[src/cbsp_defs.vh]
// Purpose: Constants for the single-port cell bus line-side device
// Assumes: 32-bit word path, link clocks sampled by the 40 MHz core clock
// Notes:   Cell length selected by a static format input
`ifndef CBSP_DEFS_VH
`define CBSP_DEFS_VH
`define CBSP_WIDTH        32
`define CBSP_BYTES        4
`define CBSP_WORDS_STD    6'h0D
`define CBSP_WORDS_EXT    6'h0E
`define CBSP_CELL_SLOTS   2
`define CBSP_DEPTH_W      6
`define CBSP_CELL_IDX_W   7
`define CBSP_RESP_CYCLES  2
`endif

[src/cbsp_line_side.v]
// Purpose: Line-side end of a single-port cell bus, both directions
// Assumes: Link clocks are slow inputs sampled by clk; one link edge per several clk
// Notes:   Tx cells land in a two-cell buffer, rx cells come from a two-cell buffer
`timescale 1ns/1ps
`include "cbsp_defs.vh"
// Operation
// [RL1] 16-bit path carries 52-octet cells, header two octets per word, then payload.
// [RL2] 16-bit 54-octet cell optional, HEC in first user-defined octet after header.
// [RL3] 8-bit path: 52-octet mandatory, 53-octet optional with HEC first user octet.
// [RL4] 32-bit: 52-octet mandatory, 56-octet adds one user-defined word after header.
// [RL5] Highest data line is MSB, line zero LSB, both directions.
// [RL6] Every answer to a signal across the link comes two link cycles later.
// [RL7] Interface inputs and outputs are registered on both ends.
// [RL8] Cell-layer asserts transmit enable in the first cycle of a cell.
// [RL9] Cell-layer raises transmit start-of-cell only in a cell's first cycle.
// [RL10] Transmit signals use the transmit clock, receive signals the receive clock.
// [RL11] Parity line makes data word plus parity odd in ones.
// [RL12] Cell-layer starts receive transfers by asserting receive enable low.
// [RL13] Receive start-of-cell high only in the first cycle of each cell.
// [RL14] Cell-available asserted only while a complete receive cell is buffered.
// [RL15] Transmit space-available shows room for at least one whole cell.
// [RL16] Words of a cell move on consecutive cycles without pause.
// [RL17] Cell-layer holds enables low across cells, releasing only to pause.
// [RL18] Cell-layer starts a cell only after space-available was signalled.
// [RL19] Cell-layer ignores space-available the cycle after start-of-cell.
// [RL20] From second cycle after start, space needs room beyond the current cell.
// [RL21] Once asserted, space-available holds until edge after next start-of-cell.
// [RL22] After idle, start-of-cell rises with the first data word.
// [RL23] Without space-available the cell-layer withholds queued cells.
// [RL24] Receive data appears two cycles after receive enable is asserted.
// [RL25] Earliest cell octet sits in the most significant byte lane.
// [RL26] Receiver checks odd parity per word and flags mismatches.
module cbsp_line_side (
  input  wire        clk,
  input  wire        resetn,
  input  wire        ext_format,
  input  wire        tx_clock_in,
  input  wire        tx_enable_n,
  input  wire        tx_start_of_cell,
  input  wire [31:0] tx_word_bus,
  input  wire        tx_odd_parity,
  output reg         tx_space_available,
  input  wire        rx_clock_in,
  input  wire        rx_enable_n,
  output reg         rx_start_of_cell,
  output reg  [31:0] rx_word_bus,
  output reg         rx_odd_parity,
  output reg         rx_cell_available,
  input  wire        load_valid,
  input  wire [31:0] load_word,
  output reg         load_ready,
  output reg         drain_valid,
  output reg  [31:0] drain_word,
  output reg         drain_sof,
  input  wire        drain_ready,
  output reg         tx_parity_error
);
  localparam ST_IDLE = 2'b01;
  localparam ST_CELL = 2'b10;

  // Odd parity bit for a word, used on both directions
  function odd_par;
    input [31:0] w;
    begin
      odd_par = ~(^w); // [RL11]
    end
  endfunction

  // Words per cell; 32-bit path only, narrow paths [RL1] [RL2] [RL3] not built
  function [5:0] cell_words;
    input ext;
    begin
      cell_words = ext ? `CBSP_WORDS_EXT : `CBSP_WORDS_STD; // [RL4]
    end
  endfunction

  // Buffer slot of a word: second cell starts past the longest cell
  function [4:0] slot_addr;
    input       sel;
    input [5:0] idx;
    reg   [5:0] sum;
    begin
      sum       = idx + (sel ? `CBSP_WORDS_EXT : 6'h00);
      slot_addr = sum[4:0];
    end
  endfunction

  // Synchronise every link input before use; registered both ways [RL7]
  wire [35:0] tx_s;
  wire [2:0]  rx_s;
  cbsp_sync #(.W(36)) u_tx_sync (
    .clk    (clk),
    .resetn (resetn),
    .d      ({tx_clock_in, tx_enable_n, tx_start_of_cell, tx_odd_parity, tx_word_bus}),
    .q      (tx_s)
  );
  // Format pin is static but still comes from outside, so it rides here too
  cbsp_sync #(.W(3)) u_rx_sync (
    .clk    (clk),
    .resetn (resetn),
    .d      ({ext_format, rx_clock_in, rx_enable_n}),
    .q      (rx_s)
  );

  // Link clock edge detectors on synchronised copies only
  reg  txc_d_reg;
  reg  rxc_d_reg;
  wire tx_rise = tx_s[35] & ~txc_d_reg; // [RL10]
  wire rx_rise = rx_s[1] & ~rxc_d_reg;  // [RL10]
  wire rx_fall = ~rx_s[1] & rxc_d_reg;

  // Storage: two cells per direction, 14 words each
  reg [31:0] tx_mem [0:27];
  reg [31:0] rx_mem [0:27];
  reg [1:0]  tx_cnt_reg;
  reg [1:0]  rx_cnt_reg;
  reg        tx_wsel_reg;
  reg        tx_rsel_reg;
  reg        rx_wsel_reg;
  reg        rx_rsel_reg;
  reg [5:0]  tx_widx_reg;
  reg [5:0]  tx_ridx_reg;
  reg [5:0]  rx_widx_reg;
  reg [5:0]  rx_ridx_reg;
  reg [1:0]  tx_st_reg;
  reg [1:0]  rx_st_reg;
  reg [1:0]  rxen_pipe_reg;
  reg        tx_hold_reg;
  reg        drain_busy_reg;
  wire [5:0] last_w  = cell_words(rx_s[2]) - 6'h01;
  wire       tx_done = (tx_st_reg == ST_CELL) && tx_rise && !tx_s[34] && (tx_widx_reg == last_w);
  wire       drain_done = drain_valid && drain_ready && (tx_ridx_reg == last_w);

  // Transmit capture, one word per link rise with enable low, earliest octet in high lane
  always @(posedge clk or negedge resetn) begin
    if (!resetn) begin
      txc_d_reg       <= 1'b0;
      tx_st_reg       <= ST_IDLE;
      tx_widx_reg     <= 6'h00;
      tx_wsel_reg     <= 1'b0;
      tx_parity_error <= 1'b0;
    end else begin
      txc_d_reg <= tx_s[35];
      if (tx_rise && !tx_s[34]) begin
        tx_parity_error <= (odd_par(tx_s[31:0]) != tx_s[32]); // [RL26]
        case (tx_st_reg)
          ST_IDLE: begin
            if (tx_s[33]) begin // [RL9]
              tx_mem[slot_addr(tx_wsel_reg, 6'h00)] <= tx_s[31:0]; // [RL25] [RL5]
              tx_widx_reg <= 6'h01;
              tx_st_reg   <= ST_CELL;
            end
          end
          ST_CELL: begin
            tx_mem[slot_addr(tx_wsel_reg, tx_widx_reg)] <= tx_s[31:0]; // [RL16]
            if (tx_widx_reg == last_w) begin
              tx_st_reg   <= ST_IDLE;
              tx_wsel_reg <= ~tx_wsel_reg;
            end else begin
              tx_widx_reg <= tx_widx_reg + 6'h01;
            end
          end
          default: tx_st_reg <= ST_IDLE;
        endcase
      end
    end
  end

  // Space flag: room beyond the cell in flight, held until edge after start
  always @(posedge clk or negedge resetn) begin
    if (!resetn) begin
      tx_cnt_reg         <= 2'b00;
      tx_space_available <= 1'b0;
      tx_hold_reg        <= 1'b0;
    end else begin
      tx_cnt_reg <= tx_cnt_reg + {1'b0, tx_done} - {1'b0, drain_done};
      if (tx_rise) begin
        if (tx_space_available && !tx_hold_reg) begin
          tx_hold_reg <= tx_s[33] && !tx_s[34]; // [RL21] reevaluate only on the edge after start
        end else if (tx_st_reg == ST_CELL || (tx_s[33] && !tx_s[34])) begin
          tx_space_available <= (tx_cnt_reg == 2'b00); // [RL20]
          tx_hold_reg        <= 1'b0;
        end else begin
          tx_space_available <= (tx_cnt_reg < 2'b10); // [RL15] [RL6]
          tx_hold_reg        <= 1'b0;
        end
      end
    end
  end

  // Drain side toward the core, stallable
  always @(posedge clk or negedge resetn) begin
    if (!resetn) begin
      drain_valid    <= 1'b0;
      drain_word     <= 32'h00000000;
      drain_sof      <= 1'b0;
      tx_ridx_reg    <= 6'h00;
      tx_rsel_reg    <= 1'b0;
      drain_busy_reg <= 1'b0;
    end else begin
      if (drain_valid && drain_ready) begin
        drain_valid <= 1'b0;
        if (drain_done) begin
          tx_ridx_reg <= 6'h00;
          tx_rsel_reg <= ~tx_rsel_reg;
        end else begin
          tx_ridx_reg <= tx_ridx_reg + 6'h01;
        end
      end else if (!drain_valid && tx_cnt_reg != 2'b00 && !drain_busy_reg) begin
        drain_valid <= 1'b1;
        drain_word  <= tx_mem[slot_addr(tx_rsel_reg, tx_ridx_reg)];
        drain_sof   <= (tx_ridx_reg == 6'h00);
      end
      drain_busy_reg <= drain_valid && drain_ready;
    end
  end

  // Receive load from the core into the cell buffer
  always @(posedge clk or negedge resetn) begin
    if (!resetn) begin
      load_ready  <= 1'b0;
      rx_widx_reg <= 6'h00;
      rx_wsel_reg <= 1'b0;
    end else begin
      load_ready <= (rx_cnt_reg < 2'b10);
      if (load_valid && load_ready) begin
        rx_mem[slot_addr(rx_wsel_reg, rx_widx_reg)] <= load_word;
        if (rx_widx_reg == last_w) begin
          rx_widx_reg <= 6'h00;
          rx_wsel_reg <= ~rx_wsel_reg;
        end else begin
          rx_widx_reg <= rx_widx_reg + 6'h01;
        end
      end
    end
  end
  wire load_done = load_valid && load_ready && (rx_widx_reg == last_w);
  wire rx_last   = (rx_st_reg == ST_CELL) && (rx_ridx_reg == last_w);
  wire rx_go     = rxen_pipe_reg[1] && (rx_cnt_reg != 2'b00);
  wire send_done = rx_rise && rx_last;

  // Receive launch: data two link cycles after enable, driven on falling link edge
  always @(posedge clk or negedge resetn) begin
    if (!resetn) begin
      rxc_d_reg         <= 1'b0;
      rx_cnt_reg        <= 2'b00;
      rx_st_reg         <= ST_IDLE;
      rx_ridx_reg       <= 6'h00;
      rx_rsel_reg       <= 1'b0;
      rxen_pipe_reg     <= 2'b00;
      rx_start_of_cell  <= 1'b0;
      rx_word_bus       <= 32'h00000000;
      rx_odd_parity     <= 1'b1;
      rx_cell_available <= 1'b0;
    end else begin
      rxc_d_reg  <= rx_s[1];
      rx_cnt_reg <= rx_cnt_reg + {1'b0, load_done} - {1'b0, send_done};
      if (rx_rise) begin
        rxen_pipe_reg <= {rxen_pipe_reg[0], ~rx_s[0]}; // [RL12] [RL6]
        if (rx_last) begin
          rx_st_reg   <= ST_IDLE;
          rx_ridx_reg <= 6'h00;
          rx_rsel_reg <= ~rx_rsel_reg;
        end else if (rx_st_reg == ST_CELL) begin
          rx_ridx_reg <= rx_ridx_reg + 6'h01; // [RL16]
        end
      end
      if (rx_fall) begin
        rx_cell_available <= (rx_cnt_reg != 2'b00) && !(rx_cnt_reg == 2'b01 && rx_st_reg == ST_CELL); // [RL14]
        if (rx_st_reg == ST_CELL) begin
          rx_start_of_cell <= 1'b0;
          rx_word_bus      <= rx_mem[slot_addr(rx_rsel_reg, rx_ridx_reg)]; // [RL25]
          rx_odd_parity    <= odd_par(rx_mem[slot_addr(rx_rsel_reg, rx_ridx_reg)]); // [RL11]
        end else if (rx_go) begin
          rx_st_reg        <= ST_CELL;
          rx_start_of_cell <= 1'b1; // [RL13] [RL24]
          rx_word_bus      <= rx_mem[slot_addr(rx_rsel_reg, 6'h00)];
          rx_odd_parity    <= odd_par(rx_mem[slot_addr(rx_rsel_reg, 6'h00)]);
        end else begin
          rx_start_of_cell <= 1'b0;
        end
      end
    end
  end
endmodule

[src/cbsp_sync.v]
// Purpose: Two-flop synchroniser for signals arriving from the link side
// Assumes: Destination clock faster than the source toggles
// Notes:   First stage is read only by the second stage
`timescale 1ns/1ps
module cbsp_sync #(
  parameter W = 1
) (
  input  wire         clk,
  input  wire         resetn,
  input  wire [W-1:0] d,
  output reg  [W-1:0] q
);
  reg [W-1:0] meta_reg;

  // Plain double register, constants under reset
  always @(posedge clk or negedge resetn) begin
    if (!resetn) begin
      meta_reg <= {W{1'b0}};
      q        <= {W{1'b0}};
    end else begin
      meta_reg <= d;
      q        <= meta_reg;
    end
  end
endmodule
[config.mk]
export PLATFORM = sky130hd
export DESIGN_NAME = cbsp_line_side
export DESIGN_NICKNAME = d
export VERILOG_FILES = /design/src/cbsp_line_side.v /design/src/cbsp_sync.v
export VERILOG_INCLUDE_DIRS = /design/src
export SDC_FILE = /design/constraint.sdc
export NUM_CORES = 2
export LEC_CHECK = 0
export BUFFER_PORTS_ARGS = -buffer_cell sky130_fd_sc_hd__buf_2
export CORE_ASPECT_RATIO = 1.2
export CORE_UTILIZATION = 59
export CTS_BUF_LIST = sky130_fd_sc_hd__clkbuf_8
export CTS_CLUSTER_DIAMETER = 200
export DETAILED_ROUTE_END_ITERATION = 7
export PLACE_DENSITY_LB_ADDON = 0.1
export SYNTH_ARGS = -nofsm -noshare
export SYNTH_HDL_FRONTEND = slang
export SYNTH_SLANG_ARGS = --single-unit
[constraint.sdc]
create_clock -name clk -period 8.35 [get_ports clk]
set_input_delay 0.4175 -clock clk [delete_from_list [all_inputs] [get_ports clk]]
set_output_delay 0.4175 -clock clk [all_outputs]
set_load 0.005 [all_outputs]
==> flow_metrics.tcl <==
set metrics [dict create \
    die_h_um 398.2 \
    final-seq-area_um2 58630 \
    violated_checks "design-rule violations" \
    synth_top_cell_area_share 0.6972 \
    postCtsSetupRepairBufs 0 \
    antenna_violations_before_repair 10 \
    num_vias 38910 \
    cpMaxStageDelayCell "sky130_fd_sc_hd__fa_4" \
    synth.net_count 3837 \
    switching_share 0.3466 \
    largest_registers "rx_mem: 896 flops, tx_mem: 896 flops" \
    pwr-share-clk 0.245 \
    layout.cells.most_common "sky130_fd_sc_hd__edfxtp_1" \
    postCtsResizedCells 0 \
    post_synth_cell_types 57 \
    power_report.internal_total_mw 20.44 \
    power.share.combinational 0.380 \
    rows 145 \
    edff_count_synth 1792 \
    fp.coreArea_um2 129900 \
    die_area_um2 132300 \
    post_route_cells_drive_above_1_share 0.2665 \
    worst-slew-pin-transition_ps 1396 \
    area_of_the_multi_input_gates_um2 17970 \
    clkLatencyLatePin_ps 1000 \
    synth_largest_area_cell "sky130_fd_sc_hd__edfxtp_1" \
    layout-area-overhead-vs-synth_pct 12.67 \
    fin_crit_ps 5616 \
    seq_power_share 0.375 \
    routedWlPerCell_um 31.09 \
    slew_headroom 0.06756 \
    cts_hold_buffers 81 \
    post-route-worst-setup-slack_ps 2734 \
    critical_path_required_time_ps 9290 \
    hold_path_class "in -> reg" \
    num-fill-cells 8498 \
    cts.htree.levels 5 \
    detailedRoute.firstPassIterationCount 8 \
    netlist_top_cells_area "sky130_fd_sc_hd__edfxtp_1 70%, sky130_fd_sc_hd__mux4_2 12%, sky130_fd_sc_hd__dfrtp_1 6.1%" \
    timing.critical_path.fanout_max 42 \
    viasPerCell 6.369 \
    yosysSeqAreaShare 0.7594 \
    cts_bufs_inserted 316 \
    vdd_drop_max_uv 586.5 \
    yosys_register_bits 1984 \
    starting_density_of_the_core 0.5942 \
    total_power_mw 31.28 \
    layout_common_cells "1792 x sky130_fd_sc_hd__edfxtp_1, 418 x sky130_fd_sc_hd__mux4_2, 346 x sky130_fd_sc_hd__clkbuf_8, 196 x sky130_fd_sc_hd__mux2i_1, 186 x sky130_fd_sc_hd__dfrtp_1" \
    cp-start-kind "register" \
    slew_viol_final 0 \
    synth_warn 0 \
    globalRouteMet3Util 0.05516 \
    clkSlewWorstSetupHoldPaths_ps 60 \
    setup-violations-final 0 \
    globalRouteMet2Util 0.5069 \
    switchingPower_mw 10.84 \
    route.detailed.drc 21 \
    power.density_cell_area_nw_per_um2 359.7 \
    run_status "complete, but fails checks" \
    grt_busiest_layer "met2" \
    synthFlopType "sky130_fd_sc_hd__edfxtp_1" \
    clock.fmax_mhz 178.1 \
    detail_route.iter0.violations 4271 \
    globalRouteMet1Util 0.3669 \
    port_buffers 146 \
    hpwl_um 106300 \
    avgSynthCellArea_um2 20.66 \
    timing.setup.critical_path_class "reg -> reg" \
    grt_start_max_net_pins 97 \
    fp.dieW_um 332.2 \
    grt_overflow_total 0 \
    setup_total_negative_slack_ps 0 \
    fin_nets 4283 \
    post-route-util 0.6695 \
    unrepaired_setup_endpoints_after_global_routing "no" \
    timing_hold_violations_final 0 \
    synth_cells 3737 \
    global_route_wire_length_before_repair_um 276200 \
    async_flop_share 0.09677 \
    route.antenna.remaining_nets 0 \
    post_synth_instance_area_um2 77190 \
    first_global_vias 40930 \
    cp.arrival_ps 6550 \
    crit_path_frequent_cell "sky130_fd_sc_hd__xnor2_1" \
    cp_cell_sequence "buf_4 > ha_4 > fa_4 > nor2b_1 > a22oi_1 > a22oi_1 > o22ai_1 > xnor2_1 > xnor2_1 > xnor2_1 > xnor2_1 > xnor2_1 > o21ai_1 > nand2_1" \
    cts_tree "done" \
    final.period_utilization 0.6726 \
    place.gp.congestion 0.8645 \
    clock_skew_ps 52.09 \
    io-pin-count 147 \
    crit_path_end_kind "register" \
    cts.sink_count 1984 \
    timing.max_cap.violations 0 \
    clk_path_buf_depth 4 \
    track_usage 0.2924 \
    finalWirelength_um 189900 \
    root_buffer "sky130_fd_sc_hd__clkbuf_8" \
    cellLeakagePower_nw 28.99 \
    critPathMaxStageDelay_ps 1250 \
    detailedPlace.worstSlack_ps 2850 \
]
==> final timing paths <==
check                                        from                     end  slack, ps  depth (start not counted)
min in group asynchronous                  resetn            tx_st_reg[0]        130                          2
min reg2reg                u_tx_sync.meta_reg[35]         u_tx_sync.q[35]        330                          0
min                               tx_word_bus[22]  u_tx_sync.meta_reg[22]         90                          2
max in group asynchronous                  resetn  u_tx_sync.meta_reg[30]       6680                          4
max                                   rx_rsel_reg           rx_odd_parity       2730                         14
max reg2reg                           rx_rsel_reg           rx_odd_parity       2730                         14
==> kinds of logic after synthesis <==
kind of cell,share of synthesized area
compound gates,0.02897
xor+xnor,0.01488
fa+ha+maj,0.004442
buf+inv,0.01508
flops,0.7594
mux,0.1556
simple gates,0.02159
==> synth_stat cells, types with 3 or more instances <==
cell type / count
sky130_fd_sc_hd__nand2b_1: 31
sky130_fd_sc_hd__edfxtp_1: 1792
sky130_fd_sc_hd__xor2_1: 26
sky130_fd_sc_hd__a21oi_1: 75
sky130_fd_sc_hd__mux4_1: 4
sky130_fd_sc_hd__dfstp_2: 3
sky130_fd_sc_hd__and3_1: 3
sky130_fd_sc_hd__nand2_1: 127
sky130_fd_sc_hd__nor4_1: 4
sky130_fd_sc_hd__a222oi_1: 15
sky130_fd_sc_hd__a21o_1: 6
sky130_fd_sc_hd__buf_6: 13
sky130_fd_sc_hd__a221oi_1: 38
sky130_fd_sc_hd__mux2i_1: 196
sky130_fd_sc_hd__inv_1: 13
sky130_fd_sc_hd__buf_1: 23
sky130_fd_sc_hd__a22oi_1: 24
sky130_fd_sc_hd__nor3_1: 5
sky130_fd_sc_hd__clkbuf_1: 109
sky130_fd_sc_hd__nor2_1: 147
sky130_fd_sc_hd__o22ai_1: 15
sky130_fd_sc_hd__nor2b_1: 18
sky130_fd_sc_hd__fa_1: 4
sky130_fd_sc_hd__a31oi_1: 16
sky130_fd_sc_hd__buf_12: 9
sky130_fd_sc_hd__nand4_1: 12
sky130_fd_sc_hd__o211ai_1: 12
sky130_fd_sc_hd__a211oi_1: 44
sky130_fd_sc_hd__or3_1: 3
sky130_fd_sc_hd__o21a_1: 3
sky130_fd_sc_hd__nand3_1: 12
sky130_fd_sc_hd__o21ai_0: 86
sky130_fd_sc_hd__dfrtp_1: 189
sky130_fd_sc_hd__buf_4: 14
sky130_fd_sc_hd__mux2_2: 47
sky130_fd_sc_hd__buf_2: 30
sky130_fd_sc_hd__xnor2_1: 100
sky130_fd_sc_hd__and2_1: 4
sky130_fd_sc_hd__ha_1: 21
sky130_fd_sc_hd__mux4_2: 418
sky130_fd_sc_hd__nand3b_1: 3
==> metal layers <==
| metal | share of wire | vias up | routed length [um] |
|---|---|---|---|
| met5 | 0.00026 | - | 49 |
| met4 | 0.035 | 8 | 6662 |
| met3 | 0.070 | 408 | 13250 |
| met2 | 0.52 | 1729 | 99670 |
| met1 | 0.37 | 20570 | 70270 |
| li1 | - | 16200 | - |
==> per-stage QoR <==
step	hold WS, ps	instance area (um^2)	instances
2_1_floorplan	121.9	77190	3737
3_3_place_gp	332.3	80340	5474
3_5_place_dp	334.7	80340	5474
4_1_cts	3.311	86970	6107
5_1_grt	30.39	86970	6109
6_report	89.68	86970	6109
==> area by class of cell <==
type | instances | area share
timing repair buffer | 329 | 0.02771
clock inverter | 206 | 0.01191
clock buffer | 346 | 0.05475
sequential | 1984 | 0.6741
multi-input combinational | 1539 | 0.2066
tap | 1690 | 0.02431
inverter | 13 | 0.0005611
antenna | 2 | 0.00005755
==> worst max-delay path: cells and delay by family (launching register included) <==
kind | cells | cell delay [ps]
xor gates and xnor gates | 5 | 1210
DFF | 1 | 390
AOI/OAI and AO/OA | 4 | 760
buffers and inverters | 1 | 370
adders and majority gates | 2 | 1550
and+or+nand+nor | 2 | 1260
==> power groups by stage <==
stage / logic (mW) / registers [mW] / clock network, mW
after floorplan: 8.18 / 11.8 / 0
after global placement: 11.8 / 11.9 / 0
after detailed placement: 11.9 / 11.9 / 0
after CTS: 12.0 / 11.7 / 7.80
after global routing: 12.5 / 11.8 / 8.23
final: 11.9 / 11.7 / 7.67
Note: power is estimated with default switching activity, not from simulation.
